$ cat src/rmirq_regs.svh
`ifndef RMIRQ_REGS_SVH
`define RMIRQ_REGS_SVH
`define RMIRQ_OFS_ON_C_LOW 8'ha0
`define RMIRQ_OFS_ON_C_HIGH 8'ha1
`define RMIRQ_OFS_ON_D_LOW 8'ha2
`define RMIRQ_OFS_ON_D_HIGH 8'ha3
`define RMIRQ_OFS_EXT_CMD 8'ha4
`define RMIRQ_OFS_MODE_ONE 8'ha5
`define RMIRQ_OFS_MODE_ZERO 8'ha6
`define RMIRQ_OFS_PEAK 8'ha7
`define RMIRQ_OFS_IRQ_AB 8'ha8
`define RMIRQ_OFS_IRQ_CD 8'ha9
`define RMIRQ_RST_ON_LOW 8'h01
`define RMIRQ_RST_ON_HIGH 6'h00
`define RMIRQ_RST_MODE_ONE 6'h04
`define RMIRQ_RST_MODE_ZERO 8'h10
`define RMIRQ_RST_IRQ 8'hff
`define RMIRQ_CMD_GAIN 3
`define RMIRQ_CMD_FREQ 2
`define RMIRQ_CMD_TIMEOUT 1
`define RMIRQ_CMD_END 0
`define RMIRQ_M1_NEXT_CFG 5
`define RMIRQ_M1_NEXT_CH 4
`define RMIRQ_M1_INIT_CYCLE 3
`define RMIRQ_M1_INIT_FRAME 2
`define RMIRQ_M1_LOCK 1
`define RMIRQ_M1_XTAL 0
`define RMIRQ_M0_REINIT 6
`define RMIRQ_M0_HOLD 5
`define RMIRQ_M0_CLKOUT 4
`define RMIRQ_M0_MCS_HI 3
`define RMIRQ_M0_MCS_LO 2
`define RMIRQ_M0_SLRX 1
`define RMIRQ_ON_TIME_MAX 15'h4000
`define RMIRQ_TICK_PRESCALE 64
`define RMIRQ_HOP_CYCLES 16
`endif

$ cat src/rmirq_pkg.sv
package rmirq_pkg;
  // Operating mode reported by the sequencer.
  typedef enum logic [1:0] {
    RMIRQ_MODE_SLAVE_SLEEP = 2'h0,
    RMIRQ_MODE_SELF_POLL = 2'h1,
    RMIRQ_MODE_RUN_SELF_POLL = 2'h2
  } rmirq_mode_t;
  // Where self polling resumes after a message end or timeout.
  typedef enum logic [1:0] {
    RMIRQ_RESUME_CFG_A = 2'h0,
    RMIRQ_RESUME_NEXT_CFG = 2'h1,
    RMIRQ_RESUME_NEXT_CH = 2'h2
  } rmirq_resume_t;
  // Hold exit sequence, Gray coded except for the return from HOP to RUN.
  typedef enum logic [1:0] {
    RMIRQ_HS_RUN = 2'b00,
    RMIRQ_HS_HOLD = 2'b01,
    RMIRQ_HS_HOP = 2'b11
  } rmirq_hold_t;
  // Receiver events of one configuration, in status nibble order.
  typedef struct packed {
    logic message_end;
    logic message_id_found;
    logic frame_sync_found;
    logic wake_found;
  } rmirq_evt_t;
  // Register access strobes from the serial front end.
  typedef struct packed {
    logic wr;
    logic rd;
    logic [7:0] addr;
    logic [7:0] wdata;
  } rmirq_req_t;
endpackage

$ cat src/rmirq_top.sv
`timescale 1ns/1ps
`include "rmirq_regs.svh"
module rmirq_top import rmirq_pkg::*; #(
  parameter int TICK_PRESCALE = `RMIRQ_TICK_PRESCALE,
  parameter int HOP_CYCLES = `RMIRQ_HOP_CYCLES
) (
  input wire logic clk_sys, // System clock, 50 MHz.
  input wire logic rst, // Asynchronous reset, active high.
  input wire logic ce, // Clock enable; low freezes all state.
  input wire rmirq_req_t req, // Register write or read strobe.
  output logic [7:0] rdata, // Read data, valid the cycle after a read.
  input wire logic [7:0] reference_timer_setting, // Reference timer setting, zero is 256.
  output logic ref_tick, // One pulse per reference tick period.
  input wire logic on_time_start, // Start an on-time window.
  input wire logic on_time_sel_d, // Window for configuration D, else C.
  output logic on_time_busy, // On-time window running.
  output logic on_time_expired, // Pulse at the end of the window.
  output logic [14:0] on_time_c_ticks, // Configuration C on-time in ticks.
  output logic [14:0] on_time_d_ticks, // Configuration D on-time in ticks.
  input wire logic gain_freeze_source, // Gain freeze taken from command.
  input wire logic freq_freeze_source, // Frequency freeze taken from command.
  output logic gain_freeze, // Automatic gain control frozen.
  output logic freq_freeze, // Automatic frequency control frozen.
  input wire logic [1:0] external_processing_select, // External processing selection.
  input wire logic message_timeout_in, // Timeout from the internal chain.
  input wire logic message_end_in, // Message end from the internal chain.
  output logic message_timeout, // Timeout seen by the sequencer.
  output logic message_end, // Message end seen by the sequencer.
  input wire rmirq_mode_t op_mode, // Current operating mode.
  input wire logic single_channel, // Only one RF channel in use.
  output logic resume_valid, // Pulse: return to self polling.
  output rmirq_resume_t resume_kind, // Where self polling resumes.
  input wire logic slave_cycle_start, // Run mode slave cycle begins.
  input wire logic wake_to_run, // Wake-up found, switching to run.
  input wire logic frame_start, // Frame start detected.
  output logic queue_init, // Pulse: initialise data queue.
  input wire logic queue_release, // Release queue lock.
  output logic queue_locked, // Data queue and receive chain locked.
  output logic crystal_precise, // Crystal high precision while sleeping.
  input wire logic new_channel, // A new channel was programmed.
  output logic hold_state, // In register configuration hold.
  output logic synth_init, // Pulse: reinitialise the synthesiser.
  output logic rx_init, // Pulse: initialise the digital receiver.
  input wire logic prog_clk, // Programmable clock source.
  output logic clk_out, // Clock pin value.
  output logic clk_out_oe, // Clock pin driven.
  output logic [3:0] active_configs, // Configurations in use, bit per A to D.
  output logic receiver_sleep, // Slave receiver sleeping.
  output logic receiver_slave, // Slave receiver running.
  output logic [7:0] mode_zero, // Stored mode control zero.
  input wire logic [7:0] peak_level, // Live peak detector level.
  input wire logic cycle_end, // End of a configuration or channel cycle.
  input wire logic [1:0] evt_cfg, // Configuration of the events, A to D.
  input wire rmirq_evt_t evt, // Receiver event pulses.
  input wire logic [7:0] irq_mask_ab, // Mask for A and B, one disables.
  input wire logic [7:0] irq_mask_cd, // Mask for C and D, one disables.
  output logic irq // Interrupt output, active high.
);

  logic [7:0] on_c_low, on_d_low, irq_ab, irq_cd, peak, tick_cnt, set_ab, set_cd;
  logic [5:0] on_c_high, on_d_high, mode_one, pre_cnt;
  logic [3:0] ext_cmd;
  logic [14:0] on_left;
  rmirq_hold_t hs;
  logic [15:0] hop_cnt;
  logic ext_mode, hold_req;

  // Turns a 14-bit on-time count into ticks; zero stands for the full range.
  function automatic logic [14:0] ticks_of(input logic [5:0] hi, input logic [7:0] lo);
    logic [13:0] c;
    c = {hi, lo};
    ticks_of = (c == 14'h0000) ? `RMIRQ_ON_TIME_MAX : {1'b0, c};
  endfunction
  // Write decode for one address.
  function automatic logic wr_hit(input rmirq_req_t r, input logic [7:0] a);
    wr_hit = r.wr && (r.addr == a);
  endfunction
  // Register writes for the on-time halves.
  always_ff @(posedge clk_sys or posedge rst) begin
    if (rst) begin
      on_c_low <= `RMIRQ_RST_ON_LOW;
      on_c_high <= `RMIRQ_RST_ON_HIGH;
      on_d_low <= `RMIRQ_RST_ON_LOW;
      on_d_high <= `RMIRQ_RST_ON_HIGH;
    end else if (ce) begin
      if (wr_hit(req, `RMIRQ_OFS_ON_C_LOW)) begin
        on_c_low <= req.wdata;
      end else if (wr_hit(req, `RMIRQ_OFS_ON_C_HIGH)) begin
        on_c_high <= req.wdata[5:0];
      end else if (wr_hit(req, `RMIRQ_OFS_ON_D_LOW)) begin
        on_d_low <= req.wdata;
      end else if (wr_hit(req, `RMIRQ_OFS_ON_D_HIGH)) begin
        on_d_high <= req.wdata[5:0];
      end
    end
  end
  // Effective on-time lengths in ticks.
  assign on_time_c_ticks = ticks_of(on_c_high, on_c_low);
  assign on_time_d_ticks = ticks_of(on_d_high, on_d_low);
  // Mode control registers.
  always_ff @(posedge clk_sys or posedge rst) begin
    if (rst) begin
      mode_one <= `RMIRQ_RST_MODE_ONE;
      mode_zero <= `RMIRQ_RST_MODE_ZERO;
    end else if (ce) begin
      if (wr_hit(req, `RMIRQ_OFS_MODE_ONE)) begin
        mode_one <= req.wdata[5:0];
      end else if (wr_hit(req, `RMIRQ_OFS_MODE_ZERO)) begin
        mode_zero <= req.wdata;
      end
    end
  end
  // Command bits hold for one cycle after the write, then clear themselves.
  always_ff @(posedge clk_sys or posedge rst) begin
    if (rst) begin
      ext_cmd <= 4'h0;
    end else if (ce) begin
      if (wr_hit(req, `RMIRQ_OFS_EXT_CMD)) begin
        ext_cmd <= req.wdata[3:0];
      end else begin
        ext_cmd <= 4'h0;
      end
    end
  end
  // Freeze levels follow the last command write while the source is the command.
  always_ff @(posedge clk_sys or posedge rst) begin
    if (rst) begin
      gain_freeze <= 1'b0;
      freq_freeze <= 1'b0;
    end else if (ce) begin
      if (!gain_freeze_source) begin
        gain_freeze <= 1'b0;
      end else if (wr_hit(req, `RMIRQ_OFS_EXT_CMD)) begin
        gain_freeze <= req.wdata[`RMIRQ_CMD_GAIN];
      end
      if (!freq_freeze_source) begin
        freq_freeze <= 1'b0;
      end else if (wr_hit(req, `RMIRQ_OFS_EXT_CMD)) begin
        freq_freeze <= req.wdata[`RMIRQ_CMD_FREQ];
      end
    end
  end
  // Forced timeout and message end merge with the internal ones.
  assign ext_mode = (external_processing_select == 2'h1) || (external_processing_select == 2'h2);
  assign message_timeout = message_timeout_in || (ext_mode && ext_cmd[`RMIRQ_CMD_TIMEOUT]);
  assign message_end = message_end_in || (ext_mode && ext_cmd[`RMIRQ_CMD_END]);
  // Resume decision after message end or timeout in run mode self polling.
  always_ff @(posedge clk_sys or posedge rst) begin
    if (rst) begin
      resume_valid <= 1'b0;
      resume_kind <= RMIRQ_RESUME_CFG_A;
    end else if (ce) begin
      resume_valid <= 1'b0;
      if (op_mode == RMIRQ_MODE_RUN_SELF_POLL) begin
        if (message_end) begin
          resume_valid <= 1'b1;
          resume_kind <= mode_one[`RMIRQ_M1_NEXT_CFG] ? RMIRQ_RESUME_NEXT_CFG : RMIRQ_RESUME_CFG_A;
        end else if (message_timeout) begin
          resume_valid <= 1'b1;
          if (!mode_one[`RMIRQ_M1_NEXT_CH]) begin
            resume_kind <= RMIRQ_RESUME_CFG_A;
          end else if (single_channel) begin
            resume_kind <= RMIRQ_RESUME_NEXT_CFG;
          end else begin
            resume_kind <= RMIRQ_RESUME_NEXT_CH;
          end
        end
      end
    end
  end
  // Queue initialisation at cycle start or frame start.
  always_ff @(posedge clk_sys or posedge rst) begin
    if (rst) begin
      queue_init <= 1'b0;
    end else if (ce) begin
      queue_init <= (mode_one[`RMIRQ_M1_INIT_CYCLE] && ((op_mode == RMIRQ_MODE_SLAVE_SLEEP && slave_cycle_start)
                    || (op_mode == RMIRQ_MODE_SELF_POLL && wake_to_run)))
                    || (mode_one[`RMIRQ_M1_INIT_FRAME] && frame_start);
    end
  end
  // Queue lock holds from message end until released; release loses to a new end.
  always_ff @(posedge clk_sys or posedge rst) begin
    if (rst) begin
      queue_locked <= 1'b0;
    end else if (ce) begin
      if (mode_one[`RMIRQ_M1_LOCK] && message_end) begin
        queue_locked <= 1'b1;
      end else if (queue_release) begin
        queue_locked <= 1'b0;
      end
    end
  end

  // Crystal precision and slave receiver state from the mode bits.
  assign crystal_precise = mode_one[`RMIRQ_M1_XTAL] && receiver_sleep;
  assign receiver_sleep = (op_mode == RMIRQ_MODE_SLAVE_SLEEP) && !mode_zero[`RMIRQ_M0_SLRX];
  assign receiver_slave = (op_mode == RMIRQ_MODE_SLAVE_SLEEP) && mode_zero[`RMIRQ_M0_SLRX];

  // Clock pin is driven only while enabled.
  assign clk_out_oe = mode_zero[`RMIRQ_M0_CLKOUT];
  assign clk_out = prog_clk && mode_zero[`RMIRQ_M0_CLKOUT];

  // Single configuration in slave, growing set in self polling.
  always_comb begin
    active_configs = 4'h0;
    if (op_mode == RMIRQ_MODE_SLAVE_SLEEP) begin
      active_configs[mode_zero[`RMIRQ_M0_MCS_HI:`RMIRQ_M0_MCS_LO]] = 1'b1;
    end else begin
      for (int i = 0; i < 4; i++) begin
        active_configs[i] = (2'(i) <= mode_zero[`RMIRQ_M0_MCS_HI:`RMIRQ_M0_MCS_LO]);
      end
    end
  end

  // Hold sequence: stay in hold, then optionally reinit the synthesiser and wait a hop time.
  assign hold_req = (op_mode == RMIRQ_MODE_SLAVE_SLEEP) && mode_zero[`RMIRQ_M0_HOLD];
  assign hold_state = (hs == RMIRQ_HS_HOLD);
  always_ff @(posedge clk_sys or posedge rst) begin
    if (rst) begin
      hs <= RMIRQ_HS_RUN;
      hop_cnt <= 16'h0000;
      synth_init <= 1'b0;
      rx_init <= 1'b0;
    end else if (ce) begin
      synth_init <= 1'b0;
      rx_init <= 1'b0;
      case (hs)
        RMIRQ_HS_RUN: begin
          if (hold_req) begin
            hs <= RMIRQ_HS_HOLD;
          end
        end
        RMIRQ_HS_HOLD: begin
          if (!hold_req) begin
            if (mode_zero[`RMIRQ_M0_REINIT] && new_channel) begin
              hs <= RMIRQ_HS_HOP;
              synth_init <= 1'b1;
              hop_cnt <= 16'(HOP_CYCLES - 1);
            end else begin
              hs <= RMIRQ_HS_RUN;
              rx_init <= 1'b1;
            end
          end
        end
        RMIRQ_HS_HOP: begin
          if (hop_cnt == 16'h0000) begin
            hs <= RMIRQ_HS_RUN;
            rx_init <= 1'b1;
          end else begin
            hop_cnt <= hop_cnt - 16'h0001;
          end
        end
        default: begin
          hs <= RMIRQ_HS_RUN;
        end
      endcase
    end
  end

  // Reference tick: prescale by 64, then by the setting, zero counting as 256.
  always_ff @(posedge clk_sys or posedge rst) begin
    if (rst) begin
      pre_cnt <= 6'h00;
      tick_cnt <= 8'h00;
      ref_tick <= 1'b0;
    end else if (ce) begin
      ref_tick <= 1'b0;
      if (pre_cnt == 6'(TICK_PRESCALE - 1)) begin
        pre_cnt <= 6'h00;
        if (tick_cnt == reference_timer_setting - 8'h01) begin
          tick_cnt <= 8'h00;
          ref_tick <= 1'b1;
        end else begin
          tick_cnt <= tick_cnt + 8'h01;
        end
      end else begin
        pre_cnt <= pre_cnt + 6'h01;
      end
    end
  end

  // On-time window counts reference ticks; the count is taken at the start.
  assign on_time_busy = (on_left != 15'h0000);
  always_ff @(posedge clk_sys or posedge rst) begin
    if (rst) begin
      on_left <= 15'h0000;
      on_time_expired <= 1'b0;
    end else if (ce) begin
      on_time_expired <= 1'b0;
      if (on_time_start) begin
        on_left <= on_time_sel_d ? on_time_d_ticks : on_time_c_ticks;
      end else if (on_time_busy && ref_tick) begin
        on_left <= on_left - 15'h0001;
        on_time_expired <= (on_left == 15'h0001);
      end
    end
  end

  // Peak level taken at each wake event and cycle end; only reset clears it.
  always_ff @(posedge clk_sys or posedge rst) begin
    if (rst) begin
      peak <= 8'h00;
    end else if (ce) begin
      if (evt.wake_found || cycle_end) begin
        peak <= peak_level;
      end
    end
  end

  // Event bits land in the low nibble for A and C, high nibble for B and D.
  always_comb begin
    set_ab = 8'h00;
    set_cd = 8'h00;
    case (evt_cfg)
      2'h0: set_ab[3:0] = evt;
      2'h1: set_ab[7:4] = evt;
      2'h2: set_cd[3:0] = evt;
      default: set_cd[7:4] = evt;
    endcase
  end

  // Status flags: a read clears, a same-cycle event still sets.
  always_ff @(posedge clk_sys or posedge rst) begin
    if (rst) begin
      irq_ab <= `RMIRQ_RST_IRQ;
      irq_cd <= `RMIRQ_RST_IRQ;
    end else if (ce) begin
      if (req.rd && req.addr == `RMIRQ_OFS_IRQ_AB) begin
        irq_ab <= set_ab;
      end else begin
        irq_ab <= irq_ab | set_ab;
      end
      if (req.rd && req.addr == `RMIRQ_OFS_IRQ_CD) begin
        irq_cd <= set_cd;
      end else begin
        irq_cd <= irq_cd | set_cd;
      end
    end
  end

  // Interrupt from flags whose mask bit is zero.
  assign irq = |(irq_ab & ~irq_mask_ab) || |(irq_cd & ~irq_mask_cd);

  // Read data; write-only and unmapped addresses read as zero.
  always_ff @(posedge clk_sys or posedge rst) begin
    if (rst) begin
      rdata <= 8'h00;
    end else if (ce && req.rd) begin
      if (req.addr == `RMIRQ_OFS_PEAK) begin
        rdata <= peak;
      end else if (req.addr == `RMIRQ_OFS_IRQ_AB) begin
        rdata <= irq_ab;
      end else if (req.addr == `RMIRQ_OFS_IRQ_CD) begin
        rdata <= irq_cd;
      end else begin
        rdata <= 8'h00;
      end
    end
  end

  AST_ON_C_ZERO: assert property (@(posedge clk_sys) disable iff (rst)
    ({on_c_high, on_c_low} == 14'h0000) |-> (on_time_c_ticks == 15'h4000))
    else $error("zero C on-time must mean 16384 ticks");
  AST_CMD_ONESHOT: assert property (@(posedge clk_sys) disable iff (rst)
    (ce && !req.wr) |=> (ext_cmd == 4'h0))
    else $error("command bits did not self clear");
  AST_FORCE_END: assert property (@(posedge clk_sys) disable iff (rst)
    (ext_mode && ext_cmd[0]) |-> message_end)
    else $error("forced message end missing");
  AST_RESUME_A: assert property (@(posedge clk_sys) disable iff (rst)
    (ce && op_mode == RMIRQ_MODE_RUN_SELF_POLL && message_end && !mode_one[5])
    |=> (resume_valid && resume_kind == RMIRQ_RESUME_CFG_A))
    else $error("resume after end not configuration A");
  AST_LOCK: assert property (@(posedge clk_sys) disable iff (rst)
    (ce && message_end && mode_one[1]) |=> queue_locked)
    else $error("queue not locked at message end");
  AST_CLKPIN: assert property (@(posedge clk_sys) disable iff (rst)
    !mode_zero[4] |-> (!clk_out_oe && !clk_out))
    else $error("clock pin driven while disabled");
  AST_FLAG_SET: assert property (@(posedge clk_sys) disable iff (rst)
    (ce && evt_cfg == 2'h0 && evt.wake_found) |=> irq_ab[0])
    else $error("wake flag of A lost");
  AST_READ_CLR: assert property (@(posedge clk_sys) disable iff (rst)
    (ce && req.rd && req.addr == 8'ha9 && evt == 4'h0) |=> (irq_cd == 8'h00))
    else $error("status read did not clear");
  AST_MASK: assert property (@(posedge clk_sys) disable iff (rst)
    ((irq_ab & ~irq_mask_ab) == 8'h00 && (irq_cd & ~irq_mask_cd) == 8'h00) |-> !irq)
    else $error("masked flag raised interrupt");
  AST_HOP: assert property (@(posedge clk_sys) disable iff (rst)
    (ce && synth_init) |-> !rx_init ##1 (hs == RMIRQ_HS_HOP))
    else $error("receiver init not delayed by hop");
  AST_PEAK: assert property (@(posedge clk_sys) disable iff (rst)
    (ce && cycle_end) |=> (peak == $past(peak_level)))
    else $error("peak level not captured");

endmodule

$ cat config.mk
export PLATFORM = sky130hd
export DESIGN_NAME = rmirq_top
export DESIGN_NICKNAME = d
export VERILOG_FILES = /design/src/rmirq_pkg.sv /design/src/rmirq_top.sv
export VERILOG_INCLUDE_DIRS = /design/src
export SDC_FILE = /design/constraint.sdc
export NUM_CORES = 1
export LEC_CHECK = 0
export BUFFER_PORTS_ARGS = -buffer_cell sky130_fd_sc_hd__buf_4
export CAP_MARGIN = 20
export CORE_AREA = 2 2 119 121
export CTS_CLUSTER_SIZE = 14
export DETAILED_ROUTE_END_ITERATION = 7
export DIE_AREA = 0 0 121 123
export PLACE_DENSITY = 0.79
export SYNTH_ARGS = -nofsm -noshare
export SYNTH_HDL_FRONTEND = slang
export SYNTH_SLANG_ARGS = --single-unit
$ cat constraint.sdc
create_clock -name clk_sys -period 5.35 [get_ports clk_sys]
set_clock_uncertainty 0.2 [all_clocks]
set_input_delay 0.535 -clock clk_sys [delete_from_list [all_inputs] [get_ports clk_sys]]
set_output_delay 0.535 -clock clk_sys [all_outputs]
set_load 0.005 [all_outputs]
==> flow_summary.ini <==
[power]
clkPwrFrac = 0.457
ir_worst_vdd_v = 0.000244
comb_power_share = 0.126
total_power_w = 0.00281
pwr-share-seq = 0.416
p_per_area_nw_per_um2 = 312
swShare = 0.257
p_sw_w = 0.000722
internal-power_w = 0.00209
p_leak_nw = 4.30

[synthesis]
netlist.area_leader.share = 0.396
ys_types = 77
synthTopCellsByArea = dfrtp_1 (40%), dfstp_2 (7.3%), mux2_2 (6.4%), nand2_1 (3.1%), clkbuf_1 (2.8%)
syn_avg_cell_area_sq_um = 9.91
yosys.area.top_type = dfrtp_1
synthesis.area_sq_um = 7210
ys_seq_area_frac = 0.469
syn-num-nets = 810
synthArstFlopShare = 1.00
synth_edf_count = 0
synth-seq-cells = 134
ys.flop_type = dfrtp_1
synth_warnings = 0
synthCells = 727

[drt]
drt_pass1_iterations = 5
drt.antenna.violating_nets = 0
drc = 0
wl_met2_mm = 10.0
drt-initial-drc-count = 619
routed_via_density = 6.12
top_layer = met4
vias = 6335
wl_per_cell_um = 19.3
wl_met3_mm = 1.34
drt-total-wl_mm = 19.9
wl_met1_mm = 8.13

[worst_setup_path]
ff2ff_setup_slack_ns = 2.64
crit_path_end_kind = output port
worst_ep_required_time_ns = 4.62
cpPeakStageDelay_ns = 0.62
worst_ep_arrival_time_ns = 2.24
r2r_start = on_left[0]
startpoint_type = register
crit_chain = inv_1 -> ha_1 -> or4b_1 -> or2_1 -> buf_4
cp_max_fo = 8
path_class = reg -> out
ff2ff_path_depth = 7
cp_slowest_cell = or4b_1
reg2reg_to = on_left[7]

[timing]
min_period_ns = 2.97
slew-limit-headroom = 0.264
rsz0062_at_grt = false
max_freq_mhz = 337
fin_tns_setup_ns = 0
hold_viol = 0
worstMarginPinSlew_ns = 1.10
setup_violations = 0
min_period_over_period = 0.555
drv_slew = 0

[grt]
grt.overflow.total = 0
grt_max_degree = 51
grt_pass1_wl_mm = 31.7
grt.total_usage = 0.273
antenna_found_initial = 0
grt_pass1_vias = 6328

[hold_path]
hold_path_class = in -> reg
hold_end = resume_kind[1]
hp-start = single_channel
min_path_cells = 2

[cts]
clk_latency_ns = 0.43
cts_resized = 0
clkTransAtPathRegs_ns = 0.06
cts_buffers = 17
htree_levels = 4
cts.sinks = 134
cts.path.max_buffers = 2
cts-root-buf = clkbuf_16
cts_tree = done

[finish]
nNetsFinal = 925
drive_gt1_frac = 0.305
antenna_cells = 0
final_cell_count_no_fill = 1035
area_delta_synth_final_pct = 25.1

[floorplan]
dieHeight_um = 123
initial_core_util = 0.530
chipWidth_um = 121
ios = 148
core_sq_um = 13600
dieArea_sq_um = 14900
num_rows = 43

[placement]
finalWeightedCongestion = 0.937
place_inst = 1001
dp_hpwl_mm = 14.3
port_buffers = 147

[run]
drv_cap = 0

[status]
status = completed
worst max-delay path: cells and delay by family (launching register included):
family                     cells  cell delay, ns
DFF                            1            0.40
adders and majority gates      1            0.26
buffers and inverters          2            0.24
and+or+nand+nor                2            0.91
power groups by stage:
stage / Clock [W] / Sequential, W / Combinational [W]
floorplan: 0 / 0.00116 / 0.000219
global placement: 0 / 0.00118 / 0.000340
detailed placement: 0 / 0.00118 / 0.000352
CTS: 0.00130 / 0.00117 / 0.000355
global route: 0.00134 / 0.00118 / 0.000395
finish: 0.00128 / 0.00117 / 0.000355
kinds of logic after synthesis:
logic type | share of synthesized area
simple gates | 0.173
compound gates | 0.173
flops | 0.469
buf+inv | 0.0521
mux | 0.104
xor+xnor | 0.0194
fa+ha+maj | 0.0104
Yosys cell counts (3+ instances only):
cell       number
nand3b_1        3
mux2_1         14
nor3b_1         5
and3_1          4
and4_1          5
o211ai_1        4
or3_1           6
nand2_1        59
xnor2_1        10
a31oi_1         7
nor2_1         40
o2bb2ai_1      12
nand3_1        18
o21ai_1        31
a22o_1          4
ha_1            6
nor3_1         14
o31ai_1         3
inv_1          42
dfstp_2        20
clkbuf_1       54
o22ai_1        12
a221oi_1       11
xor2_1          6
dfrtp_1       114
o21ai_0        20
a211oi_1        5
nand2b_1        7
nor4_1         12
a32o_1          7
o2111ai_1       4
a21oi_1        21
nand4_1         9
and2_1         18
mux2i_1        13
a21o_1          7
mux2_2         41
nor2b_1         6
o22a_1          3
cell type report:
type                       count  area, sq um
sequential                   134         3380
multi-input combinational    494         3450
clock buffer                  17          425
clock inverter                15          228
fill                        1025         4590
inverter                      43          164
timing repair buffer         152         1140
tap                          180          225
flip-flops by register name, summed over array words and instances (netlist names), 6 cells and up:
register	cells
mode_zero	8
irq_ab	8
hop_cnt	16
on_d_low	8
on_d_high	6
peak	8
on_left	15
on_c_low	8
rdata	8
irq_cd	8
tick_cnt	8
pre_cnt	6
on_c_high	6
mode_one	6
through the flow:
stage	utilization	instance area, sq um	worst slack (ns)	hold slack [ns]
floorplan	-	7210	1.07	0.249
global placement	0.613	8350	2.60	0.264
detailed placement	0.613	8350	2.52	0.266
CTS	0.662	9010	2.38	0.0879
global route	0.663	9020	2.28	0.0864
finish	0.663	9020	2.38	0.0977
routing by layer:
metal,global-route usage,vias up
li1,-,2883
met1,0.345,3114
met2,0.458,289
met3,0.0609,49
met4,0.108,0
met5,0,-
cell usage in the layout (no fill, tap or decap), drive strengths merged, types with 9 or more instances in the layout:
master / count
o21ai: 51
mux2: 55
nand3: 18
buf: 151
clkbuf: 17
nor3: 17
dfstp: 20
and2: 18
inv: 44
mux2i: 13
dfrtp: 114
nand2: 59
o2bb2ai: 12
a21oi: 21
a221oi: 11
nor4: 15
nand4: 9
xnor2: 10
o22ai: 12
nor2: 40
repair_timing:
action,CTS,global route
setup buffers,0,0
endpoints found under the hold margin,27,0
hold buffers,1,0
worst max-delay path by stage:
stage / slack, ns / start / endpoint
after detailed placement: 2.52 / on_time_start / on_left[13]
after floorplan: 1.07 / rst / ext_cmd[0]
after global placement: 2.60 / on_time_start / on_left[14]
after CTS: 2.38 / on_left[0] / on_time_busy
after global routing: 2.28 / on_left[7] / on_time_busy
final: 2.38 / on_left[0] / on_time_busy
Power figures use the tool's default switching activity.
